**src/usb_in_csr_defines.vh**
```
// Constants for the USB IN endpoint control/status block.
// Assumes inclusion by the design, checker and bench files; holds definitions only.
`ifndef USB_IN_CSR_DEFINES_VH
`define USB_IN_CSR_DEFINES_VH

// ****************************************
// Register byte addresses (index times four)
// ****************************************
`define EP0_CSR_IDX 8'h59
`define ADDR_EP0_CSR 12'h164
`define ADDR_INX_CSR 12'h168
`define ADDR_INDEX 12'h16C
`define ADDR_MAX_PACKET_BYTES 12'h170
`define ADDR_IRQ_STAT 12'h174
`define ADDR_IRQ_EN 12'h178
`define ADDR_IRQ_CLR 12'h17C

// ****************************************
// Field positions
// ****************************************
`define EP0_RXP 0
`define EP0_TXP 1
`define EP0_STALL 2
`define EP0_LAST 3
`define EP0_FSTALL 4
`define EP0_EARLY 5
`define EP0_CLR_RX 6
`define EP0_CLR_EARLY 7
`define INX_LOADED 0
`define INX_UNDERRUN 1
`define INX_HALT 2
`define INX_ISO 3
`define INX_RATE 4
`define INX_NOTEMPTY 5
`define INX_FLUSH 6
`define INX_AUTO 7
`define IRQ_STATUS_EVENT 0
`define IRQ_EP0_RX 1
`define IRQ_EP0_EARLY 2

// ****************************************
// Reset values and widths
// ****************************************
`define RST_BYTE 8'h00
`define RST_CNT 2'h0
`define RST_BCNT 10'h000
`define RST_IRQ 3'h0
`define RST_IDX 3'h1
`define MAX_PACKET_BYTES_RST 10'h040
`define NUM_EP 4
`define IRQ_W 3

`endif

```
**src/usb_in_csr.v**
```verilog
// USB IN endpoint control/status registers: endpoint 0 and indexed IN 1-4.
// Assumes an APB master on the system clock, and a serial engine / FIFO
// datapath outside that reports token events and FIFO writes as pulses.
//
// Implementation choice: the APB register port.
`default_nettype none
`include "usb_in_csr_defines.vh"

module usb_in_csr (
  input wire CLK_IN, // System clock 50 MHz
  input wire RST_N_IN, // Synchronous reset, active low
  input wire PSEL_IN, // APB select
  input wire PENABLE_IN, // APB access phase
  input wire PWRITE_IN, // APB direction
  input wire [11:0] PADDR_IN, // APB byte address
  input wire [31:0] PWDATA_IN, // APB write data
  output reg [31:0] PRDATA_OUT, // APB read data
  output reg PREADY_OUT, // APB ready
  output reg PSLVERR_OUT, // APB error on unmapped address
  input wire EP0_SETUP_OUT_TOKEN_IN, // Pulse: valid SETUP/OUT token on ep0
  input wire EP0_TX_DONE_IN, // Pulse: ep0 IN packet sent
  input wire EP0_SHORT_END_IN, // Pulse: control transfer ended early
  input wire EP0_STATUS_DONE_IN, // Pulse: status stage completed
  input wire EP0_OVERSIZE_IN, // Pulse: host overran data stage
  input wire [2:0] TOKEN_EP_IN, // Endpoint of IN token / send event
  input wire IN_TOKEN_IN, // Pulse: IN token begins
  input wire TX_DONE_IN, // Pulse: packet sent on TOKEN_EP_IN
  input wire [2:0] WR_EP_IN, // Endpoint written by CPU FIFO write
  input wire FIFO_WR_IN, // Pulse: one byte written into IN FIFO
  output reg [3:0] EP_STALL_OUT, // Halt per endpoint 1-4
  output reg [3:0] EP_ISO_OUT, // Isochronous per endpoint 1-4
  output reg [3:0] EP_RATE_OUT, // Rate feedback per endpoint 1-4
  output reg [3:0] EP_READY_OUT, // Packet ready to send per endpoint
  output reg [3:0] FLUSH_OUT, // Pulse: drop oldest packet
  output reg EP0_STALL_OUT, // Ep0 answers STALL
  output reg EP0_TX_READY_OUT, // Ep0 IN packet ready
  output reg EP0_STATUS_STAGE_OUT, // Ep0 in status stage
  output reg IRQ_OUT // Level interrupt
);

  // ****************************************
  // State
  // ****************************************
  reg [7:0] ep0_r;
  reg [7:0] ep0_nxt;
  reg [2:0] index_r;
  reg [9:0] max_packet_bytes_r;
  reg [1:0] pkt_cnt_r [0:3];
  reg [9:0] byte_cnt_r [0:3];
  reg [3:0] halt_r;
  reg [3:0] iso_r;
  reg [3:0] rate_r;
  reg [3:0] auto_r;
  reg [3:0] underrun_r;
  reg [2:0] irq_stat_r;
  reg [2:0] irq_en_r;
  reg [3:0] full_v;
  reg [3:0] inc_v;
  reg [3:0] dec_v;
  reg [3:0] fl_v;
  integer i;
  integer k;

  // Slot of endpoint 1-4, out of range maps to none
  function [2:0] slot;
    input [2:0] ep;
    begin
      if (ep >= 3'h1 && ep <= 3'h4) begin
        slot = ep - 3'h1;
      end else begin
        slot = 3'h4;
      end
    end
  endfunction

  wire wr = PSEL_IN & PENABLE_IN & PWRITE_IN;
  wire rd = PSEL_IN & ~PENABLE_IN & ~PWRITE_IN;
  wire [2:0] sel = slot(index_r);
  wire sel_ok = ~sel[2];
  wire [2:0] tok = slot(TOKEN_EP_IN);
  wire [2:0] wrs = slot(WR_EP_IN);
  wire wr_inx = wr && PADDR_IN == `ADDR_INX_CSR && sel_ok;
  wire wr_ep0 = wr && PADDR_IN == `ADDR_EP0_CSR;
  wire mapped = PADDR_IN == `ADDR_EP0_CSR || PADDR_IN == `ADDR_INX_CSR ||
    PADDR_IN == `ADDR_INDEX || PADDR_IN == `ADDR_MAX_PACKET_BYTES ||
    PADDR_IN == `ADDR_IRQ_STAT || PADDR_IN == `ADDR_IRQ_EN ||
    PADDR_IN == `ADDR_IRQ_CLR;

  // ****************************************
  // Endpoint 0 register
  // ****************************************
  always @* begin
    ep0_nxt = ep0_r;
    if (wr_ep0) begin
      ep0_nxt[`EP0_STALL] = PWDATA_IN[`EP0_STALL];
      if (PWDATA_IN[`EP0_TXP]) begin
        ep0_nxt[`EP0_TXP] = 1'b1;
      end
      if (PWDATA_IN[`EP0_LAST]) begin
        ep0_nxt[`EP0_LAST] = 1'b1;
      end
      if (!PWDATA_IN[`EP0_FSTALL]) begin
        ep0_nxt[`EP0_FSTALL] = 1'b0;
      end
      if (PWDATA_IN[`EP0_CLR_RX]) begin
        ep0_nxt[`EP0_RXP] = 1'b0;
      end
      if (PWDATA_IN[`EP0_CLR_EARLY]) begin
        ep0_nxt[`EP0_EARLY] = 1'b0;
      end
    end
    if (EP0_TX_DONE_IN) begin
      ep0_nxt[`EP0_TXP] = 1'b0;
    end
    if (EP0_STATUS_DONE_IN) begin
      ep0_nxt[`EP0_LAST] = 1'b0;
    end
    // set on token, wins over clear
    if (EP0_SETUP_OUT_TOKEN_IN) begin
      ep0_nxt[`EP0_RXP] = 1'b1;
    end
    if (EP0_OVERSIZE_IN) begin
      ep0_nxt[`EP0_FSTALL] = 1'b1;
    end
    if (EP0_SHORT_END_IN) begin
      ep0_nxt[`EP0_EARLY] = 1'b1;
      ep0_nxt[`EP0_TXP] = 1'b0;
    end
    ep0_nxt[`EP0_CLR_RX] = 1'b0;
    ep0_nxt[`EP0_CLR_EARLY] = 1'b0;
  end

  always @(posedge CLK_IN) begin
    if (!RST_N_IN) begin
      ep0_r <= `RST_BYTE;
    end else begin
      ep0_r <= ep0_nxt;
    end
  end

  // ****************************************
  // IN endpoints 1-4
  // ****************************************
  // Per-endpoint packet count events, one cycle each
  always @* begin
    full_v = 4'h0;
    inc_v = 4'h0;
    dec_v = 4'h0;
    fl_v = 4'h0;
    for (k = 0; k < `NUM_EP; k = k + 1) begin
      // auto set at max packet size
      full_v[k] = FIFO_WR_IN && wrs == k[2:0] && auto_r[k] &&
        byte_cnt_r[k] + 10'h001 == max_packet_bytes_r;
      fl_v[k] = wr_inx && sel == k[2:0] && PWDATA_IN[`INX_FLUSH] &&
        pkt_cnt_r[k] != `RST_CNT;
      inc_v[k] = (wr_inx && sel == k[2:0] && PWDATA_IN[`INX_LOADED]) || full_v[k];
      dec_v[k] = TX_DONE_IN && tok == k[2:0] && pkt_cnt_r[k] != `RST_CNT;
    end
  end

  always @(posedge CLK_IN) begin
    if (!RST_N_IN) begin
      halt_r <= 4'h0;
      iso_r <= 4'h0;
      rate_r <= 4'h0;
      auto_r <= 4'h0;
      underrun_r <= 4'h0;
      FLUSH_OUT <= 4'h0;
      for (i = 0; i < `NUM_EP; i = i + 1) begin
        pkt_cnt_r[i] <= `RST_CNT;
        byte_cnt_r[i] <= `RST_BCNT;
      end
    end else begin
      FLUSH_OUT <= fl_v;
      for (i = 0; i < `NUM_EP; i = i + 1) begin
        // Byte count restarts when a packet completes
        if (full_v[i]) begin
          byte_cnt_r[i] <= `RST_BCNT;
        end else if (FIFO_WR_IN && wrs == i[2:0]) begin
          byte_cnt_r[i] <= byte_cnt_r[i] + 10'h001;
        end
        if (wr_inx && sel == i[2:0]) begin
          halt_r[i] <= PWDATA_IN[`INX_HALT];
          iso_r[i] <= PWDATA_IN[`INX_ISO];
          rate_r[i] <= PWDATA_IN[`INX_RATE];
          auto_r[i] <= PWDATA_IN[`INX_AUTO];
          // CPU packet-loaded write restarts the byte count
          if (PWDATA_IN[`INX_LOADED]) begin
            byte_cnt_r[i] <= `RST_BCNT;
          end
        end
        // Packet count 0..2, one drop per cycle
        if ((inc_v[i] && pkt_cnt_r[i] != 2'h2) && !(dec_v[i] || fl_v[i])) begin
          pkt_cnt_r[i] <= pkt_cnt_r[i] + 2'h1;
        end else if (!(inc_v[i] && pkt_cnt_r[i] != 2'h2) && (dec_v[i] || fl_v[i])) begin
          pkt_cnt_r[i] <= pkt_cnt_r[i] - 2'h1;
        end
        if (wr_inx && sel == i[2:0] && !PWDATA_IN[`INX_UNDERRUN]) begin
          underrun_r[i] <= 1'b0;
        end
        if (IN_TOKEN_IN && tok == i[2:0] && iso_r[i] && pkt_cnt_r[i] == `RST_CNT) begin
          underrun_r[i] <= 1'b1;
        end
      end
    end
  end

  // ****************************************
  // Index, max packet and interrupts
  // ****************************************
  wire [2:0] irq_set = {EP0_SHORT_END_IN, EP0_SETUP_OUT_TOKEN_IN,
    IN_TOKEN_IN && !tok[2] && iso_r[tok[1:0]] && pkt_cnt_r[tok[1:0]] == `RST_CNT};

  always @(posedge CLK_IN) begin
    if (!RST_N_IN) begin
      index_r <= `RST_IDX;
      max_packet_bytes_r <= `MAX_PACKET_BYTES_RST;
      irq_stat_r <= `RST_IRQ;
      irq_en_r <= `RST_IRQ;
    end else begin
      if (wr && PADDR_IN == `ADDR_INDEX) begin
        index_r <= PWDATA_IN[2:0];
      end
      if (wr && PADDR_IN == `ADDR_MAX_PACKET_BYTES) begin
        max_packet_bytes_r <= PWDATA_IN[9:0];
      end
      if (wr && PADDR_IN == `ADDR_IRQ_EN) begin
        irq_en_r <= PWDATA_IN[`IRQ_W-1:0];
      end
      // status event; set wins over clear
      if (wr && PADDR_IN == `ADDR_IRQ_CLR) begin
        irq_stat_r <= (irq_stat_r & ~PWDATA_IN[`IRQ_W-1:0]) | irq_set;
      end else begin
        irq_stat_r <= irq_stat_r | irq_set;
      end
    end
  end

  // ****************************************
  // Outputs and APB read path
  // ****************************************
  always @(posedge CLK_IN) begin
    if (!RST_N_IN) begin
      PRDATA_OUT <= 32'h00000000;
      PREADY_OUT <= 1'b0;
      PSLVERR_OUT <= 1'b0;
      EP_STALL_OUT <= 4'h0;
      EP_ISO_OUT <= 4'h0;
      EP_RATE_OUT <= 4'h0;
      EP_READY_OUT <= 4'h0;
      EP0_STALL_OUT <= 1'b0;
      EP0_TX_READY_OUT <= 1'b0;
      EP0_STATUS_STAGE_OUT <= 1'b0;
      IRQ_OUT <= 1'b0;
    end else begin
      // Answer in the first access cycle
      PREADY_OUT <= PSEL_IN & ~PENABLE_IN;
      PSLVERR_OUT <= PSEL_IN & ~PENABLE_IN & ~mapped;
      if (rd) begin
        PRDATA_OUT <= 32'h00000000;
        case (PADDR_IN)
          `ADDR_EP0_CSR: PRDATA_OUT[7:0] <= ep0_nxt;
          `ADDR_INX_CSR: begin
            if (sel_ok) begin
              PRDATA_OUT[7:0] <= {auto_r[sel[1:0]], 1'b0,
                pkt_cnt_r[sel[1:0]] != `RST_CNT || byte_cnt_r[sel[1:0]] != `RST_BCNT,
                rate_r[sel[1:0]], iso_r[sel[1:0]], halt_r[sel[1:0]],
                underrun_r[sel[1:0]], pkt_cnt_r[sel[1:0]] == 2'h2};
            end
          end
          `ADDR_INDEX: PRDATA_OUT[2:0] <= index_r;
          `ADDR_MAX_PACKET_BYTES: PRDATA_OUT[9:0] <= max_packet_bytes_r;
          `ADDR_IRQ_STAT: PRDATA_OUT[`IRQ_W-1:0] <= irq_stat_r;
          `ADDR_IRQ_EN: PRDATA_OUT[`IRQ_W-1:0] <= irq_en_r;
          default: PRDATA_OUT <= 32'h00000000;
        endcase
      end
      EP_STALL_OUT <= halt_r;
      EP_ISO_OUT <= iso_r;
      EP_RATE_OUT <= rate_r;
      EP_READY_OUT <= {pkt_cnt_r[3] != `RST_CNT, pkt_cnt_r[2] != `RST_CNT,
        pkt_cnt_r[1] != `RST_CNT, pkt_cnt_r[0] != `RST_CNT};
      EP0_STALL_OUT <= ep0_r[`EP0_STALL] | ep0_r[`EP0_FSTALL];
      EP0_TX_READY_OUT <= ep0_r[`EP0_TXP];
      EP0_STATUS_STAGE_OUT <= ep0_r[`EP0_LAST];
      IRQ_OUT <= |(irq_stat_r & irq_en_r);
    end
  end

endmodule
`default_nettype wire

```
**config.mk**
```make
export PLATFORM = sky130hd
export DESIGN_NAME = usb_in_csr
export DESIGN_NICKNAME = d
export VERILOG_FILES = /design/src/usb_in_csr.v
export VERILOG_INCLUDE_DIRS = /design/src
export SDC_FILE = /design/constraint.sdc
export NUM_CORES = 1
export LEC_CHECK = 0
export ABC_AREA = 1
export BUFFER_PORTS_ARGS = -buffer_cell sky130_fd_sc_hd__buf_2
export CORE_MARGIN = 1
export CORE_UTILIZATION = 58
export CTS_CLUSTER_SIZE = 24
export DETAILED_ROUTE_END_ITERATION = 8
export PLACE_DENSITY = 0.82
export SLEW_MARGIN = 0
export SYNTH_ARGS = -nofsm -noshare
export SYNTH_HDL_FRONTEND = slang
export SYNTH_SLANG_ARGS = --single-unit
```
**constraint.sdc**
```tcl
create_clock -name CLK_IN -period 3.2 [get_ports CLK_IN]
set_clock_uncertainty 0.2 [all_clocks]
set_input_delay 0.64 -clock CLK_IN [delete_from_list [all_inputs] [get_ports CLK_IN]]
set_output_delay 0.64 -clock CLK_IN [all_outputs]
set_load 0.01 [all_outputs]
```
; ---- After elaboration in Yosys (flattened, before gate mapping)
; Memory sizes are Yosys's and may differ from the RTL's.
; Cells that the tools add are included.
[word_totals]
register_bits = 81
latchBits = 0
ram_bits = 48
rom_bits = 0
inputBits = 63
output_inout_bits = 58
wordCells = 373
mem_count = 2
[memory_table]
columns = memory, words, width, read_ports, rd_clocked_by_memory_dff, write_ports, line_no
row1 = byte_cnt_r, 4, 10, 5, 0, 4, usb_in_csr.v:49  ; reg [9:0] byte_cnt_r [0:3];
row2 = pkt_cnt_r, 4, 2, 6, 0, 4, usb_in_csr.v:48  ; reg [1:0] pkt_cnt_r [0:3];
[op_classes]
add_sub_neg = 15
n_mul = 0
n_div = 0
magnitude_cmp = 8
eq_ne = 25
shifts = 0
mux = 130
bitwise_logic = 35
reduce_logical = 121
[ops]
columns = op, n
row1 = 10-bit 2-to-1 mux, 12
row2 = 1-bit 2-to-1 mux, 95
row3 = 12-bit by 9-bit equality test with 1-bit output (second input constant), 7
row4 = 1-bit logical AND, 77
row5 = 10-bit by 1-bit adder with 10-bit output (second input constant), 4
row6 = 10-bit equality test, 4
row7 = 1-bit bitwise OR, 21
row8 = 3-bit by 2-bit equality test with 1-bit output (second input constant), 6
row9 = 2-bit 2-to-1 mux, 9
row10 = 3-bit case mux with 6 select lines, 1
row11 = 2-bit nonzero test, 9
row12 = 1-bit logical OR, 15
row13 = 5-bit case mux with 3 select lines, 1
row14 = 1-bit binary-select mux with 2-bit select, 6
row15 = 3-bit 2-to-1 mux, 4
row16 = 1-bit zero test, 10
row17 = 2-bit zero test, 5
row18 = 10-bit nonzero test, 1
row19 = 3-bit by 1-bit equality test with 1-bit output (second input constant), 3
row20 = 3-bit by 1-bit greater-or-equal comparator with 1-bit output (second input constant), 3
row21 = 3-bit <= comparator (second input constant), 3
row22 = 3-bit zero test, 3
row23 = 3-bit by 1-bit subtractor with 3-bit output (second input constant), 3
row24 = 2-bit by 1-bit adder with 2-bit output (second input constant), 4
row25 = other kinds (12), 28

; ---- Logic depth before layout (Yosys ltp)
[logic_depth]
depth_word = 16
depth_mapped = 15
ltp_nobuf = 15

; ---- Worst setup path after synthesis
; OpenSTA, ideal clock, no wires.
[synth_timing]
path_type = in2reg
startpoint = in WR_EP_IN[0]
endpoint = mem byte_cnt_r[3][0], enable pin
setup_time_ns = 0.391
t_arrival_ns = 2.290
required_time_ns = 2.609
path_slack_ns = 0.319
path_stages = 13
n_path_buf = 0
cell_sequence = inv_1 ha_1 inv_1 ha_1 inv_1 nand4_1 nor2_1 nand3_1 nor2_1 nand4_2 nand2_4 nor2_2 o21ai_0
[synth_lines]
columns = item, line_no
row1 = "start, declared", usb_in_csr.v:28  ; input wire [2:0] WR_EP_IN,
row2 = "end, declared", usb_in_csr.v:49

==> results.md <==
* Via-to-Cell Ratio at 5.62
* Dpl ws at between 100 and 150 ps
* First DRT Iteration DRCs at just under 800
* CTS tree: yes
* Dpl hpwl at roughly 16,000 microns
* Yosys warns at 0
* Fin crit share at 0.882
* EDFF count, synth at 48
* Layout cells sized above 1 at 0.143
* Setup TNS Final at 0 ps
* Multi-input combinational cell area at around 0.0040 sq mm
* Worst Tran Pin Value at about 740 ps
* Initial antenna violation count at 0
* Internal at roughly 3000 uW
* TritonCTS Buffers at 17
* Ant diodes at 0
* First-pass GRT wire length at roughly 36,000 microns
* Combinational power share at 0.080
* Width of the die at between 100 and 150 microns
* Cells after Synth at approximately 1,100
* Final min period at 2820 ps
* CP required at 3140 ps
* Fillers at approximately 1,100
* Root buf cell: clkbuf_16
* Clk slew on worst S/H paths at ~60 ps
* Avg WL per Cell at ~16 microns
* CTS Sinks at 129
* Sw Pwr at between 1000 and 1500 uW
* Largest net degree at the start of global routing at 65
* Row cnt at between 40 and 50
* Synthesized area at approximately 0.008 sq mm
* Sw Ratio at 0.258
* R2R Path Start: index_r[0]$_SDFFE_PN1P_
* Vias in the first global route at 7,515
* Post-DP Area at about 0.0084 sq mm
* R2R cell count at 14
* Area Overhead vs Synth at 15.4%
* Yosys top cell by area: dfxtp_1
* Non-filler cells, final at about 1,400
* Sequential element share of the synthesized area at 0.391
* CP endpoint kind: flip-flop
* Max-Cap Viols at 0
* Hold Vio Cnt, Final at 0
* Slew Limit Headroom at 0.506
* Final setup fails at 0
* Leak at roughly 0.0043 uW
* Gr ovfl total at 0
* RSZ-0062 raised after global routing: false
* Total Routing Usage GR at 0.333
* Post-route DRC at 0
* Post-route setup slack at ~380 ps
* Top_reg_cell synth: dfxtp_1
* Max Clk Rate at 0.354 GHz
* Status: finished clean
* I/O pins at ~120
* Asr flop ratio synth at 0
* Peak fanout along the critical path at 10
* Synth top area share at 0.207
* Crit path cell chain: inv_2, ha_1, inv_1, ha_1, a31oi_2, nand2_2, nor2_8, nand2_4, nor2_4, nand2_2, nand2_4, nor2_2, o21ai_0, buf_4
* Die height at approximately 120 microns
* Die Area at approximately 0.014 sq mm
* Post-synthesis cell type count at 45
* Nets at ~1,300
* Total chip power at 4140 uW
* Detailed Route WL at about 22,000 microns
* WP buf/inv at 3
* Post-route cell area at roughly 0.0090 sq mm
* FF+latch count, synth at 129
* Worst-skew pair later-pin latency at about 440 ps
* Initial Util at 0.594
* H-tree lvl count at 4
* Antenna viol nets, final at 0
* GPL Wtd Cong at just under 1
* Routed vias at 8,035
* Seq pwr share at 0.430
* Max VDD drop at ~0.33 mV
* Crit path kind: flip-flop to flip-flop
* Arrival @ worst endpoint at roughly 2800 ps
* Critical path's top delay family: simple AND/OR/NAND/NOR gates
* PostCTS Resize Cnt at 0
* Worst Hold Depth at 2
* Buffers on Ports at 76
* CP Launch Point: index_r[0]$_SDFFE_PN1P_
* Post-CTS Setup Bufs at 0
* # placed instances at ~1,400
* PwrDens at between 400 and 500 mW/mm^2
* HP Start: EP0_STATUS_DONE_IN
* CP Depth at 14
* Crit path largest cell delay at 350 ps
* Syn Area/Cell at 6.87 sq um
* Pins Over Slew Limit at 0
* CP max stage cell: dfxtp_1
* FF/Latch Area at between 0.003 and 0.004 sq mm
* CTS Buffer Depth at 2
* CTS hold repair buffers at 0
* Clock power share at 0.490
* Worst Hold Class: input port to flip-flop
* Synth area leaders: dfxtp_1, edfxtp_1, nand2_1, inv_1, nand3_1
* Core footprint at ~0.013 sq mm
* Crit path launch type: flip-flop
* Detailed Routing Iterations Pass 1 at 6
routing by layer:
layer,up-vias,global-route usage,share of wire
li1,3899,-,-
met1,3668,0.435,0.42
met2,391,0.523,0.45
met3,77,0.0724,0.091
met4,0,0.163,0.039
met5,-,0,0
cell type report:
class                      count  share of cell area
sequential                   129               0.339
clock inverter                13              0.0159
inverter                     163              0.0678
timing repair buffer          98              0.0603
multi-input combinational    831               0.441
clock buffer                  19              0.0513
tap                          176              0.0244
path summary, 6_finish.rpt:
kind / end / slack [ps]
setup / recovery: byte_cnt_r[3][9]$_SDFFCE_PP0P_ / 380
hold / removal: ep0_r[3]$_SDFF_PN0_ / 190
hold reg to reg: EP_ISO_OUT[1]$_SDFF_PN0_ / 230
setup reg to reg: byte_cnt_r[3][9]$_SDFFCE_PP0P_ / 380
kinds of logic after synthesis:
kind of cell,share of synthesized area
AND/OR/NAND/NOR,0.371
buffers and inverters,0.110
AO/OA/AOI/OAI,0.104
flip-flops,0.391
adder cells (fa/ha/maj),0.0240
other,0.000479
worst reg2reg max path, stage by stage (launching register included):
cell and delay, ps:
dfxtp_1 350, inv_2 140, ha_1 170, inv_1 40
ha_1 190, a31oi_2 230, nand2_2 130, nor2_8 170
nand2_4 90, nor2_4 180, nand2_2 100, nand2_4 140
nor2_2 70, o21ai_0 110, buf_4 220
power groups by stage:
stage / registers [uW] / clock network [uW] / logic (uW)
floorplan: 1810 / 0 / 227
finish: 1780 / 2030 / 330
CTS: 1780 / 2020 / 323
global placement: 1810 / 0 / 312
detailed placement: 1810 / 0 / 319
global route: 1790 / 2110 / 368
Yosys cell counts (2+ instances only):
cell type / number
ha_1: 15
buf_4: 23
o211ai_1: 5
a31oi_1: 3
nor2_1: 136
nand3b_1: 4
nand3_2: 3
nor3_1: 13
nor2_4: 4
nand2_2: 8
o22ai_1: 6
buf_2: 5
a22oi_1: 3
inv_1: 160
clkbuf_1: 10
a21oi_1: 59
nand2_1: 303
a211oi_1: 6
nand2_4: 4
o21ai_1: 4
o21bai_1: 2
nor2_2: 17
nand3_1: 107
nand4_2: 4
nor4_1: 4
edfxtp_1: 48
a21oi_2: 2
o21ai_0: 54
nand4_1: 33
dfxtp_1: 81
state kept, by name, summed over array words and instances, names as in the netlist, 6 cells and up:
signal,count
PRDATA_OUT,10
byte_cnt_r,40
ep0_r,6
max_packet_bytes_r,10
pkt_cnt_r,8
placed cells by master, fill, tap and decap left out, types with 8 or more instances in the layout:
cell type and n:
inv_1 160, nand2_1 303, o21ai_0 54, buf_4 22, conb_1 22, nand2_2 8, a21oi_1 59, nand3_1 107
nor2_1 136, buf_2 76, edfxtp_1 48, nand4_1 33, nor2_2 17, ha_1 15, dfxtp_1 81, clkbuf_16 18
nor3_1 13
per-stage QoR:
| step | hold WS [ps] | util |
|---|---|---|
| global route | 199 | 0.685 |
| finish | 188 | 0.685 |
| detailed placement | 227 | 0.639 |
| global placement | 220 | 0.639 |
| CTS | 183 | 0.685 |
| floorplan | 204 | - |
(Power assumes the default switching activity.)
